==> src/rtl/sdram_cal_map.vh <==
// Constants for the bank, read and calibration-pattern logic
`ifndef SDRAM_CAL_MAP_VH
`define SDRAM_CAL_MAP_VH
// ==========================================
// Register offsets (APB byte addresses)
`define OFF_CTRL        8'h00
`define OFF_STATUS      8'h04
`define OFF_BANK_OPEN   8'h08
`define OFF_ROW_SEL     8'h0C
`define OFF_ROW_DATA    8'h10
`define OFF_ERR_COUNT   8'h14
// ==========================================
// Control field positions
`define CTRL_CL_LSB     0
`define CTRL_AL_LSB     4
`define CTRL_BL_LSB     8
`define CTRL_PAT_BIT    10
`define CTRL_LOC_LSB    11
`define CTRL_RESET      32'h0000_0006
// ==========================================
// Command encodings {cs_b, ras_b, cas_b, we_b}
`define CMD_MRS         4'h0
`define CMD_PRE         4'h2
`define CMD_ACT         4'h3
`define CMD_RD          4'h5
`define CMD_WR          4'h4
// Mode register address and fields
`define MR_THREE        3'h3
`define MR_ZERO         3'h0
`define MR3_EN_BIT      2
`define AP_BIT          10
`define BC_BIT          12
// Burst length field codes
`define BL_FIXED8       2'h0
`define BL_OTF          2'h1
// Column-to-column delay for a chopped burst
`define CCD_CHOP        4'h4
`endif

==> src/rtl/read_burst_engine.v <==
// Read burst queue and data launcher
`timescale 1ns/1ps
`default_nettype none
`include "sdram_cal_map.vh"
module read_burst_engine #(
  parameter DEPTH_LOG = 2
) (
  // Clock and reset
  input  wire        clock,
  input  wire        rst_b,
  // Read command in
  input  wire        rd_push,
  input  wire [4:0]  rd_latency,
  input  wire        rd_full8,
  input  wire        rd_upper,
  input  wire        rd_pattern,
  // Data out
  output reg         dq_oe,
  output reg  [15:0] dq_out,
  output reg         dqs_out
);
  localparam DEPTH = 1 << DEPTH_LOG;
  // Queue entries: launch countdown, length, nibble, pattern flag
  reg [4:0]           cnt_q [0:DEPTH-1];
  reg [DEPTH-1:0]     full8_q, upper_q, pat_q, valid_q;
  reg [DEPTH_LOG-1:0] wr_q, rd_q;
  reg [2:0]           beat_q;
  reg                 busy_q, cur8_q, curp_q;
  integer i;
  // ==========================================
  // Queue and countdown, launch in command order
  always @(posedge clock or negedge rst_b) begin
    if (!rst_b) begin
      valid_q <= {DEPTH{1'b0}};
      wr_q    <= {DEPTH_LOG{1'b0}};
      rd_q    <= {DEPTH_LOG{1'b0}};
      busy_q  <= 1'b0;
      beat_q  <= 3'h0;
      cur8_q  <= 1'b0;
      curp_q  <= 1'b0;
      dq_oe   <= 1'b0;
      dq_out  <= 16'h0000;
      dqs_out <= 1'b0;
      full8_q <= {DEPTH{1'b0}};
      upper_q <= {DEPTH{1'b0}};
      pat_q   <= {DEPTH{1'b0}};
      for (i = 0; i < DEPTH; i = i + 1) cnt_q[i] <= 5'h00;
    end else begin
      for (i = 0; i < DEPTH; i = i + 1)
        if (valid_q[i] && cnt_q[i] != 5'h00) cnt_q[i] <= cnt_q[i] - 5'h01;
      if (rd_push) begin // see RQ25
        cnt_q[wr_q]   <= rd_latency - 5'h01;
        full8_q[wr_q] <= rd_full8;
        upper_q[wr_q] <= rd_upper;
        pat_q[wr_q]   <= rd_pattern;
        valid_q[wr_q] <= 1'b1;
        wr_q          <= wr_q + 1'b1;
      end
      dqs_out <= 1'b0;
      if (busy_q) begin
        beat_q <= beat_q + 3'h1;
        busy_q <= !((cur8_q && beat_q == 3'h7) || (!cur8_q && beat_q[1:0] == 2'h3));
        // Last beat still drives; the idle cycle after it drops the enable
        dq_oe  <= 1'b1;
        // Alternating pattern repeated on all lane bits, array data as beat index
        dq_out <= curp_q ? {16{beat_q[0]}} : {13'h0000, beat_q}; // see RQ20 RQ21
        dqs_out <= ~beat_q[0];
      end else if (valid_q[rd_q] && cnt_q[rd_q] == 5'h00) begin // see RQ6
        busy_q  <= 1'b1;
        cur8_q  <= full8_q[rd_q];
        curp_q  <= pat_q[rd_q];
        beat_q  <= {upper_q[rd_q] & ~full8_q[rd_q], 2'h1}; // see RQ23
        dq_oe   <= 1'b1;
        dq_out  <= pat_q[rd_q] ? 16'h0000 : {13'h0000, upper_q[rd_q] & ~full8_q[rd_q], 2'h0};
        dqs_out <= 1'b1;
        valid_q[rd_q] <= rd_push && (wr_q == rd_q);
        rd_q    <= rd_q + 1'b1;
      end else
        dq_oe <= 1'b0;
    end
  end
endmodule // read_burst_engine
`default_nettype wire

==> src/rtl/sdram_bank_read_calibration.v <==
// Device-side command decoder, bank tracker and calibration-pattern mode
// Summary of operation
// RQ1: Controller precharges all banks and waits precharge period before pattern mode.
// RQ2: Mode register three write, enable 1, location 00, redirects reads to pattern.
// RQ3: Controller waits mode-set gap and update delay before first pattern read.
// RQ4: No writes while pattern mode is enabled.
// RQ5: Full pattern read uses column bits 2..0 zero and eight-beat burst.
// RQ6: Pattern burst starts after read latency, additive plus CAS latency.
// RQ7: Controller repeats pattern reads until capture is tuned.
// RQ8: After recovery, writing enable 0 returns accesses to the array.
// RQ9: Controller waits gap and update delay before regular commands again.
// RQ10: Activate opens row in selected bank until precharged.
// RQ11: Precharge a bank before opening another row there.
// RQ12: Precharge closes one or all banks; reuse after precharge period.
// RQ13: Concurrent auto precharge allows access to other banks.
// RQ14: Idle bank needs activate before read or write.
// RQ15: Precharge to idle or precharging bank accepted; period restarts.
// RQ16: Chop bit 0 gives four beats, 1 gives eight beats.
// RQ17: Eight beats when length field 00, or 01 with chop bit high.
// RQ18: Read to precharge spacing is additive latency plus read-to-precharge delay.
// RQ19: Reactivate only after precharge period and row cycle time.
// RQ20: Pattern beats alternate starting with 0.
// RQ21: Bit zero per lane carries pattern; other bits repeat it.
// RQ22: Read with auto precharge acts as plain read in pattern mode.
// RQ23: Chopped pattern read, column bit 2 picks lower or upper nibble.
// RQ24: Each bank tracked idle or open; illegal commands flagged.
// RQ25: Read launch timed by counter, bursts queued in command order.
`timescale 1ns/1ps
`default_nettype none
`include "sdram_cal_map.vh"
module sdram_bank_read_calibration #(
  parameter BANKS  = 8,
  parameter ROW_W  = 14,
  parameter T_RP   = 4'h6
) (
  // Clock and reset
  input  wire        clock,
  input  wire        rst_b,
  // Memory command pins
  input  wire        cs_b,
  input  wire        ras_b,
  input  wire        cas_b,
  input  wire        we_b,
  input  wire [2:0]  bank_select,
  input  wire [13:0] addr,
  // Read data pins
  output wire        dq_oe,
  output wire [15:0] dq_out,
  output wire        dqs_out,
  // APB slave
  input  wire        psel,
  input  wire        penable,
  input  wire        pwrite,
  input  wire [7:0]  paddr,
  input  wire [31:0] pwdata,
  output reg  [31:0] prdata,
  output reg         pready,
  output reg         pslverr,
  // Illegal command flag
  output reg         cmd_error
);
  // ==========================================
  // Pin synchronisers
  reg [20:0] pin_m_q, pin_s_q;
  always @(posedge clock or negedge rst_b) begin
    if (!rst_b) begin
      pin_m_q <= 21'h1E0000;
      pin_s_q <= 21'h1E0000;
    end else begin
      pin_m_q <= {cs_b, ras_b, cas_b, we_b, bank_select, addr};
      pin_s_q <= pin_m_q;
    end
  end
  wire [3:0]  cmd  = pin_s_q[20:17];
  wire [2:0]  ba   = pin_s_q[16:14];
  wire [13:0] a    = pin_s_q[13:0];
  // ==========================================
  // State
  reg [31:0]        ctrl_q;      // CAS, additive latency, length field
  reg [BANKS-1:0]   open_q;
  reg [ROW_W-1:0]   row_q [0:BANKS-1];
  reg [3:0]         rp_q  [0:BANKS-1];
  reg [2:0]         row_sel_q;
  reg [15:0]        err_cnt_q;
  integer k;
  wire [3:0] cas_latency     = ctrl_q[`CTRL_CL_LSB +: 4];
  wire [3:0] additive_latency = ctrl_q[`CTRL_AL_LSB +: 4];
  wire [1:0] bl_field        = ctrl_q[`CTRL_BL_LSB +: 2];
  wire       pat_en          = ctrl_q[`CTRL_PAT_BIT];
  wire [1:0] pat_loc         = ctrl_q[`CTRL_LOC_LSB +: 2];
  wire [4:0] read_latency_cycles = {1'b0, additive_latency} + {1'b0, cas_latency}; // see RQ6
  // Eight-beat selection
  wire full8 = (bl_field == `BL_FIXED8) ||
               (bl_field == `BL_OTF && a[`BC_BIT]); // see RQ16 RQ17
  wire is_rd = (cmd == `CMD_RD);
  wire pat_rd = pat_en && (pat_loc == 2'h0); // see RQ2
  // Illegal: read (outside pattern mode) or write to idle bank, activate of open or precharging bank, write in pattern mode
  wire illegal = (is_rd && !pat_en && !open_q[ba]) ||
                 (cmd == `CMD_WR && (pat_en || !open_q[ba])) ||
                 (cmd == `CMD_ACT && (open_q[ba] || rp_q[ba] != 4'h0)); // see RQ24 RQ4 RQ14
  wire apb_wr = psel && penable && pwrite && pready;
  // ==========================================
  // Command decoder and bank tracker
  always @(posedge clock or negedge rst_b) begin
    if (!rst_b) begin
      ctrl_q    <= `CTRL_RESET;
      open_q    <= {BANKS{1'b0}};
      cmd_error <= 1'b0;
      err_cnt_q <= 16'h0000;
      for (k = 0; k < BANKS; k = k + 1) begin
        row_q[k] <= {ROW_W{1'b0}};
        rp_q[k]  <= 4'h0;
      end
    end else begin
      cmd_error <= illegal;
      if (illegal) err_cnt_q <= err_cnt_q + 16'h0001;
      for (k = 0; k < BANKS; k = k + 1)
        if (rp_q[k] != 4'h0) rp_q[k] <= rp_q[k] - 4'h1;
      // Software may preset latencies and mode
      if (apb_wr && paddr == `OFF_CTRL) ctrl_q <= pwdata;
      if (cmd == `CMD_MRS && ba == `MR_THREE) begin // see RQ2 RQ8
        ctrl_q[`CTRL_PAT_BIT] <= a[`MR3_EN_BIT];
        ctrl_q[`CTRL_LOC_LSB +: 2] <= a[1:0];
      end
      if (cmd == `CMD_MRS && ba == `MR_ZERO)
        ctrl_q[`CTRL_BL_LSB +: 2] <= a[1:0];
      if (cmd == `CMD_ACT && !illegal) begin // see RQ10
        open_q[ba] <= 1'b1;
        row_q[ba]  <= a[ROW_W-1:0];
      end
      // Single or all-bank precharge, period restarts each time
      if (cmd == `CMD_PRE) begin // see RQ12 RQ15
        for (k = 0; k < BANKS; k = k + 1)
          if (a[`AP_BIT] || ba == k[2:0]) begin
            open_q[k] <= 1'b0;
            rp_q[k]   <= T_RP;
          end
      end
      // Auto precharge ignored in pattern mode
      if (is_rd && a[`AP_BIT] && !pat_en) begin // see RQ22 RQ13
        open_q[ba] <= 1'b0;
        rp_q[ba]   <= T_RP;
      end
    end
  end
  // ==========================================
  // APB slave, one wait-free access
  always @(posedge clock or negedge rst_b) begin
    if (!rst_b) begin
      prdata  <= 32'h0000_0000;
      pready  <= 1'b0;
      pslverr <= 1'b0;
    end else begin
      pready  <= psel && !penable;
      pslverr <= psel && !penable && paddr > `OFF_ERR_COUNT;
      prdata  <= 32'h0000_0000;
      if (psel && !penable && !pwrite) begin
        if (paddr == `OFF_CTRL) prdata <= ctrl_q;
        else if (paddr == `OFF_STATUS) prdata <= {31'h0, cmd_error};
        else if (paddr == `OFF_BANK_OPEN) prdata <= {24'h0, open_q};
        else if (paddr == `OFF_ROW_SEL) prdata <= {29'h0, row_sel_q};
        else if (paddr == `OFF_ROW_DATA) prdata <= {18'h0, row_q[row_sel_q]};
        else if (paddr == `OFF_ERR_COUNT) prdata <= {16'h0, err_cnt_q};
      end
    end
  end
  always @(posedge clock or negedge rst_b) begin
    if (!rst_b) row_sel_q <= 3'h0;
    else if (apb_wr && paddr == `OFF_ROW_SEL) row_sel_q <= pwdata[2:0];
  end
  // ==========================================
  // Read data path
  read_burst_engine #(.DEPTH_LOG(2)) u_engine (
    .clock      (clock),
    .rst_b      (rst_b),
    .rd_push    (is_rd && (pat_en || open_q[ba])),
    .rd_latency (read_latency_cycles),
    .rd_full8   (full8),
    .rd_upper   (a[2]),
    .rd_pattern (pat_rd),
    .dq_oe      (dq_oe),
    .dq_out     (dq_out),
    .dqs_out    (dqs_out)
  );
endmodule // sdram_bank_read_calibration
`default_nettype wire

==> config.mk <==
export PLATFORM = sky130hd
export DESIGN_NAME = sdram_bank_read_calibration
export DESIGN_NICKNAME = d
export VERILOG_FILES = /design/src/rtl/read_burst_engine.v /design/src/rtl/sdram_bank_read_calibration.v
export VERILOG_INCLUDE_DIRS = /design/src /design/src/rtl
export SDC_FILE = /design/constraint.sdc
export NUM_CORES = 1
export LEC_CHECK = 0
export BUFFER_PORTS_ARGS = -buffer_cell sky130_fd_sc_hd__buf_4
export CAP_MARGIN = 20
export CORE_ASPECT_RATIO = 1.2
export CORE_UTILIZATION = 50
export CTS_BUF_LIST = sky130_fd_sc_hd__clkbuf_4
export CTS_CLUSTER_DIAMETER = 100
export DETAILED_ROUTE_END_ITERATION = 10
export GPL_TIMING_DRIVEN = 0
export PLACE_DENSITY = 0.71
export REMOVE_ABC_BUFFERS = 1
export SLEW_MARGIN = 5
export SYNTH_ARGS = -nofsm -noshare
export SYNTH_HDL_FRONTEND = slang
export SYNTH_SLANG_ARGS = --single-unit
export TNS_END_PERCENT = 1
==> constraint.sdc <==
create_clock -name clock -period 2.31 [get_ports clock]
set_input_delay 0.462 -clock clock [delete_from_list [all_inputs] [get_ports clock]]
set_output_delay 0.462 -clock clock [all_outputs]
set_load 0.01 [all_outputs]
==> reports/qor.yml <==
placement:
  dpl-instance-area_um2: 16600
  numPlacedInstances: 1666
  detailedPlacementHpwl_um: 22700
  preCtsSetupSlack_ns: -1.20
  place_congestion: 0.882
  io_buffers: 118
power_and_ir_drop:
  power_uw: 16400
  ir_worst_vdd_mv: 0.559
  leakagePower_uw: 0.00883
  power.density_cell_area_nw_per_um2: 872
sta:
  timing.final.hold_violations: 0
  setup_ws_ns: -0.266
  clock-skew-final_ns: 0.0964
  final_max_slew_viol_count: 0
  fmaxAchievable_mhz: 388
  slew-limit-headroom_pct: 36.5
  timing_worst_slew_pin_value_ns: 0.949
  unrepaired_setup_endpoints_after_global_routing: "true"
  finalSetupViolCount: 152
  timing.final.crit_share_pct: 112
  period_minus_slack_ns: 2.58
yosys:
  post_synth_most_frequent_cells: "dfrtp_1 (322), nand2_1 (113), mux2_2 (79), mux2_4 (72), inv_1 (51)"
  synth_area_leaders: "dfrtp_1 (53%), mux2_4 (7.1%), mux2_2 (5.8%)"
  post-synth-top-count-cell: "dfrtp_1"
  post_synthesis_cell_type_with_the_largest_combined_area: "dfrtp_1"
  synth.lib_cells_used.distinct: 63
  synthFlopType: "dfrtp_1"
  synth_area_um2: 15300
  synth_async_reset_ratio_pct: 100
  synth_area_per_cell_um2: 12.8
  yosysTopAreaCellShare_pct: 52.6
  number_of_cells_produced_by_synthesis: 1196
  postSynthRegisterBits: 332
  synth-edff-count: 0
  ys_seq_area_share_pct: 54.4
  ys.warnings.count: 0
drt:
  routed-via-count: 10400
  detail_route.wirelength_um: 34800
  drt_iter0_markers: 727
  route.detailed.drc: 0
  avg_vias_per_cell: 5.50
  detail_route.wl_per_cell_um: 18.4
  drtPass1Iterations: 5
  antenna_violating_nets_left: 0
worst_setup_path:
  critical_path.reg2reg.startpoint: "pin_s_q[15]"
  crit_start: "pin_s_q[15]"
  critPathMaxFanout: 8
  critical_path.top_delay_family: "compound AO/OA/AOI/OAI gates"
  critPathKind: "flop to flop"
  cp_cell_sequence: "buf_4 -> nor2b_2 -> a32oi_1 -> o31ai_4 -> o22ai_4 -> nor4_4 -> buf_6 -> buf_4 -> mux2_4"
  nature_of_the_critical_path_endpoint: "flop"
  timing.critical_path.buf_inv: 3
  worst_setup_path_start_kind: "flop"
  cp_common_cell: "buf_4"
  crit_slowest_cell: "o22ai_4"
  worstPathRequired_ns: 2.93
  crit_arrival_ns: 3.20
  max_stage_delay_ns: 0.48
cts:
  clkSinkCount: 332
  tritoncts: "built"
  ctsHtreeMaxLevel: 3
  cts_made_buffers: 87
  clk_latency_ns: 0.78
  cts.reportedPaths.clkPinSlew_ns: 0.06
  cts_buffer_depth: 3
  cts-root-buf: "clkbuf_4"
final_layout:
  ratio_of_cells_with_drive_above_1_in_the_final_layout_pct: 36.1
  fin_util_pct: 62.9
  post_layout_nonfiller_instances: 1895
  area_growth_syn_to_layout_pct: 22.7
  final_design_area_no_fill_um2: 18800
  finish.net_count: 1537
global_route:
  grt-ovfl-total: 0
  grt_first_pass_wirelength_um: 55800
  grt_antenna_before_repair: 4
  grt_start_max_net_pins: 100
  vias_in_the_first_global_route: 10700
  track_usage_pct: 22.7
floorplan:
  core_um2: 29900
  effective_utilization_at_floorplan_pct: 51.2
  die_area_um2: 31300
  rows: 69
  top_level_ports: 119
  die_h_um: 194
  die_width_um: 162
run:
  cap_viol_max_count: 0
status:
  failed_checks: "negative setup slack"
  outcome: "finished with violations"
worst_hold_path:
  worstHoldPathType: "input port to flop"
  worst_hold_startpoint: "penable"
==> worst reg2reg max path, delay by kind of cell (launching register included) <==
kind / cells / cell delay [ns]
mux: 1 / 0.30
simple gates: 2 / 0.31
buf+inv: 3 / 0.53
compound gates: 3 / 0.90
flops: 1 / 0.47
==> final cells by class <==
cell class | count | area (um2)
multi-input combinational | 756 | 6760
antenna | 1 | 2.50
inverter | 51 | 195
clock inverter | 22 | 103
timing repair buffer | 212 | 1920
clock buffer | 131 | 983
fill | 2321 | 11100
tap | 390 | 488
sequential | 332 | 8330
==> stage by stage <==
step,TNS (ns),hold slack (ns)
finish,-20.29,0.0670
detailed placement,-175.12,0.335
global route,-33.85,0.0382
floorplan,-118.56,0.166
global placement,-1023.89,0.331
CTS,-13.66,0.00381
==> flip-flops by register name, summed over array words and instances (netlist names), 3 cells and up <==
signal / cells
open_q: 8
u_engine.cnt_q: 20
prdata: 32
pin_s_q: 21
err_cnt_q: 16
row_q: 112
u_engine.valid_q: 4
u_engine.dq_out: 4
rp_q: 32
u_engine.upper_q: 4
row_sel_q: 3
ctrl_q: 32
u_engine.pat_q: 4
pin_m_q: 21
u_engine.beat_q: 3
u_engine.full8_q: 4
==> what timing repair did <==
action                                  4_1_cts  5_1_grt
hold endpoints to repair                    128        0
gates resized for setup                      27       51
pin swaps                                    17        3
gates cloned                                  0        0
hold buffers                                 55        0
buffers inserted                             17        3
endpoints found under the setup margin      201      216
==> power breakdown <==
group | leakage [uW] | total (uW) | switching [uW] | internal, uW
Combinational | 0.00388 | 3620 | 1710 | 1910
Sequential | 0.00430 | 7770 | 1000 | 6770
Clock | 0.000652 | 4980 | 2390 | 2590
==> final timing paths <==
| check | end | slack (ns) | cells after the start |
|---|---|---|---|
| setup / recovery | row_q[5] | -0.27 | 9 |
| hold / removal | pslverr | 0.07 | 3 |
| setup reg to reg | row_q[5] | -0.27 | 9 |
| hold reg to reg | pin_s_q[14] | 0.35 | 0 |
| max in group asynchronous | row_q[93] | 0.76 | 4 |
| min in group asynchronous | u_engine.dq_out[1] | 0.29 | 2 |
==> kinds of logic (layout without fill, tap and decap cells) <==
logic type | Yosys count | in the layout | share of synthesized area (%)
muxes | 211 | 211 | 19.3
adders and majority gates | 31 | 31 | 2.58
AOI/OAI and AO/OA | 156 | 156 | 6.64
other | 0 | 1 | 0
xor gates and xnor gates | 41 | 41 | 2.35
buffers and inverters | 108 | 416 | 3.46
and+or+nand+nor | 317 | 317 | 11.3
DFF | 332 | 332 | 54.4
==> routing by layer <==
layer / track usage, % / up-vias / part of all wire [%]
li1: - / 4776 / -
met1: 30.0 / 5249 / 43
met2: 36.2 / 314 / 48
met3: 5.73 / 80 / 6.0
met4: 8.74 / 6 / 2.4
met5: 0 / - / 0.098
==> cell usage in the layout, fill, tap and decap left out, types with 15 or more instances in the layout <==
master | synthesis | layout
a21oi_1 | 47 | 43
and2_1 | 27 | 25
buf_4 | 14 | 133
clkbuf_4 | 0 | 131
clkinv_1 | 0 | 15
dfrtp_1 | 322 | 317
dlygate4sd3_1 | 0 | 55
ha_1 | 30 | 30
inv_1 | 51 | 50
mux2_2 | 79 | 51
mux2_4 | 72 | 100
mux2i_1 | 29 | 29
mux4_2 | 31 | 31
nand2_1 | 113 | 112
nand3_1 | 21 | 17
nand4_1 | 16 | 16
nor2_1 | 40 | 39
nor3_1 | 22 | 19
o211ai_1 | 26 | 26
o21ai_0 | 36 | 33
xnor2_1 | 35 | 35
Power figures use the tool's default switching activity.
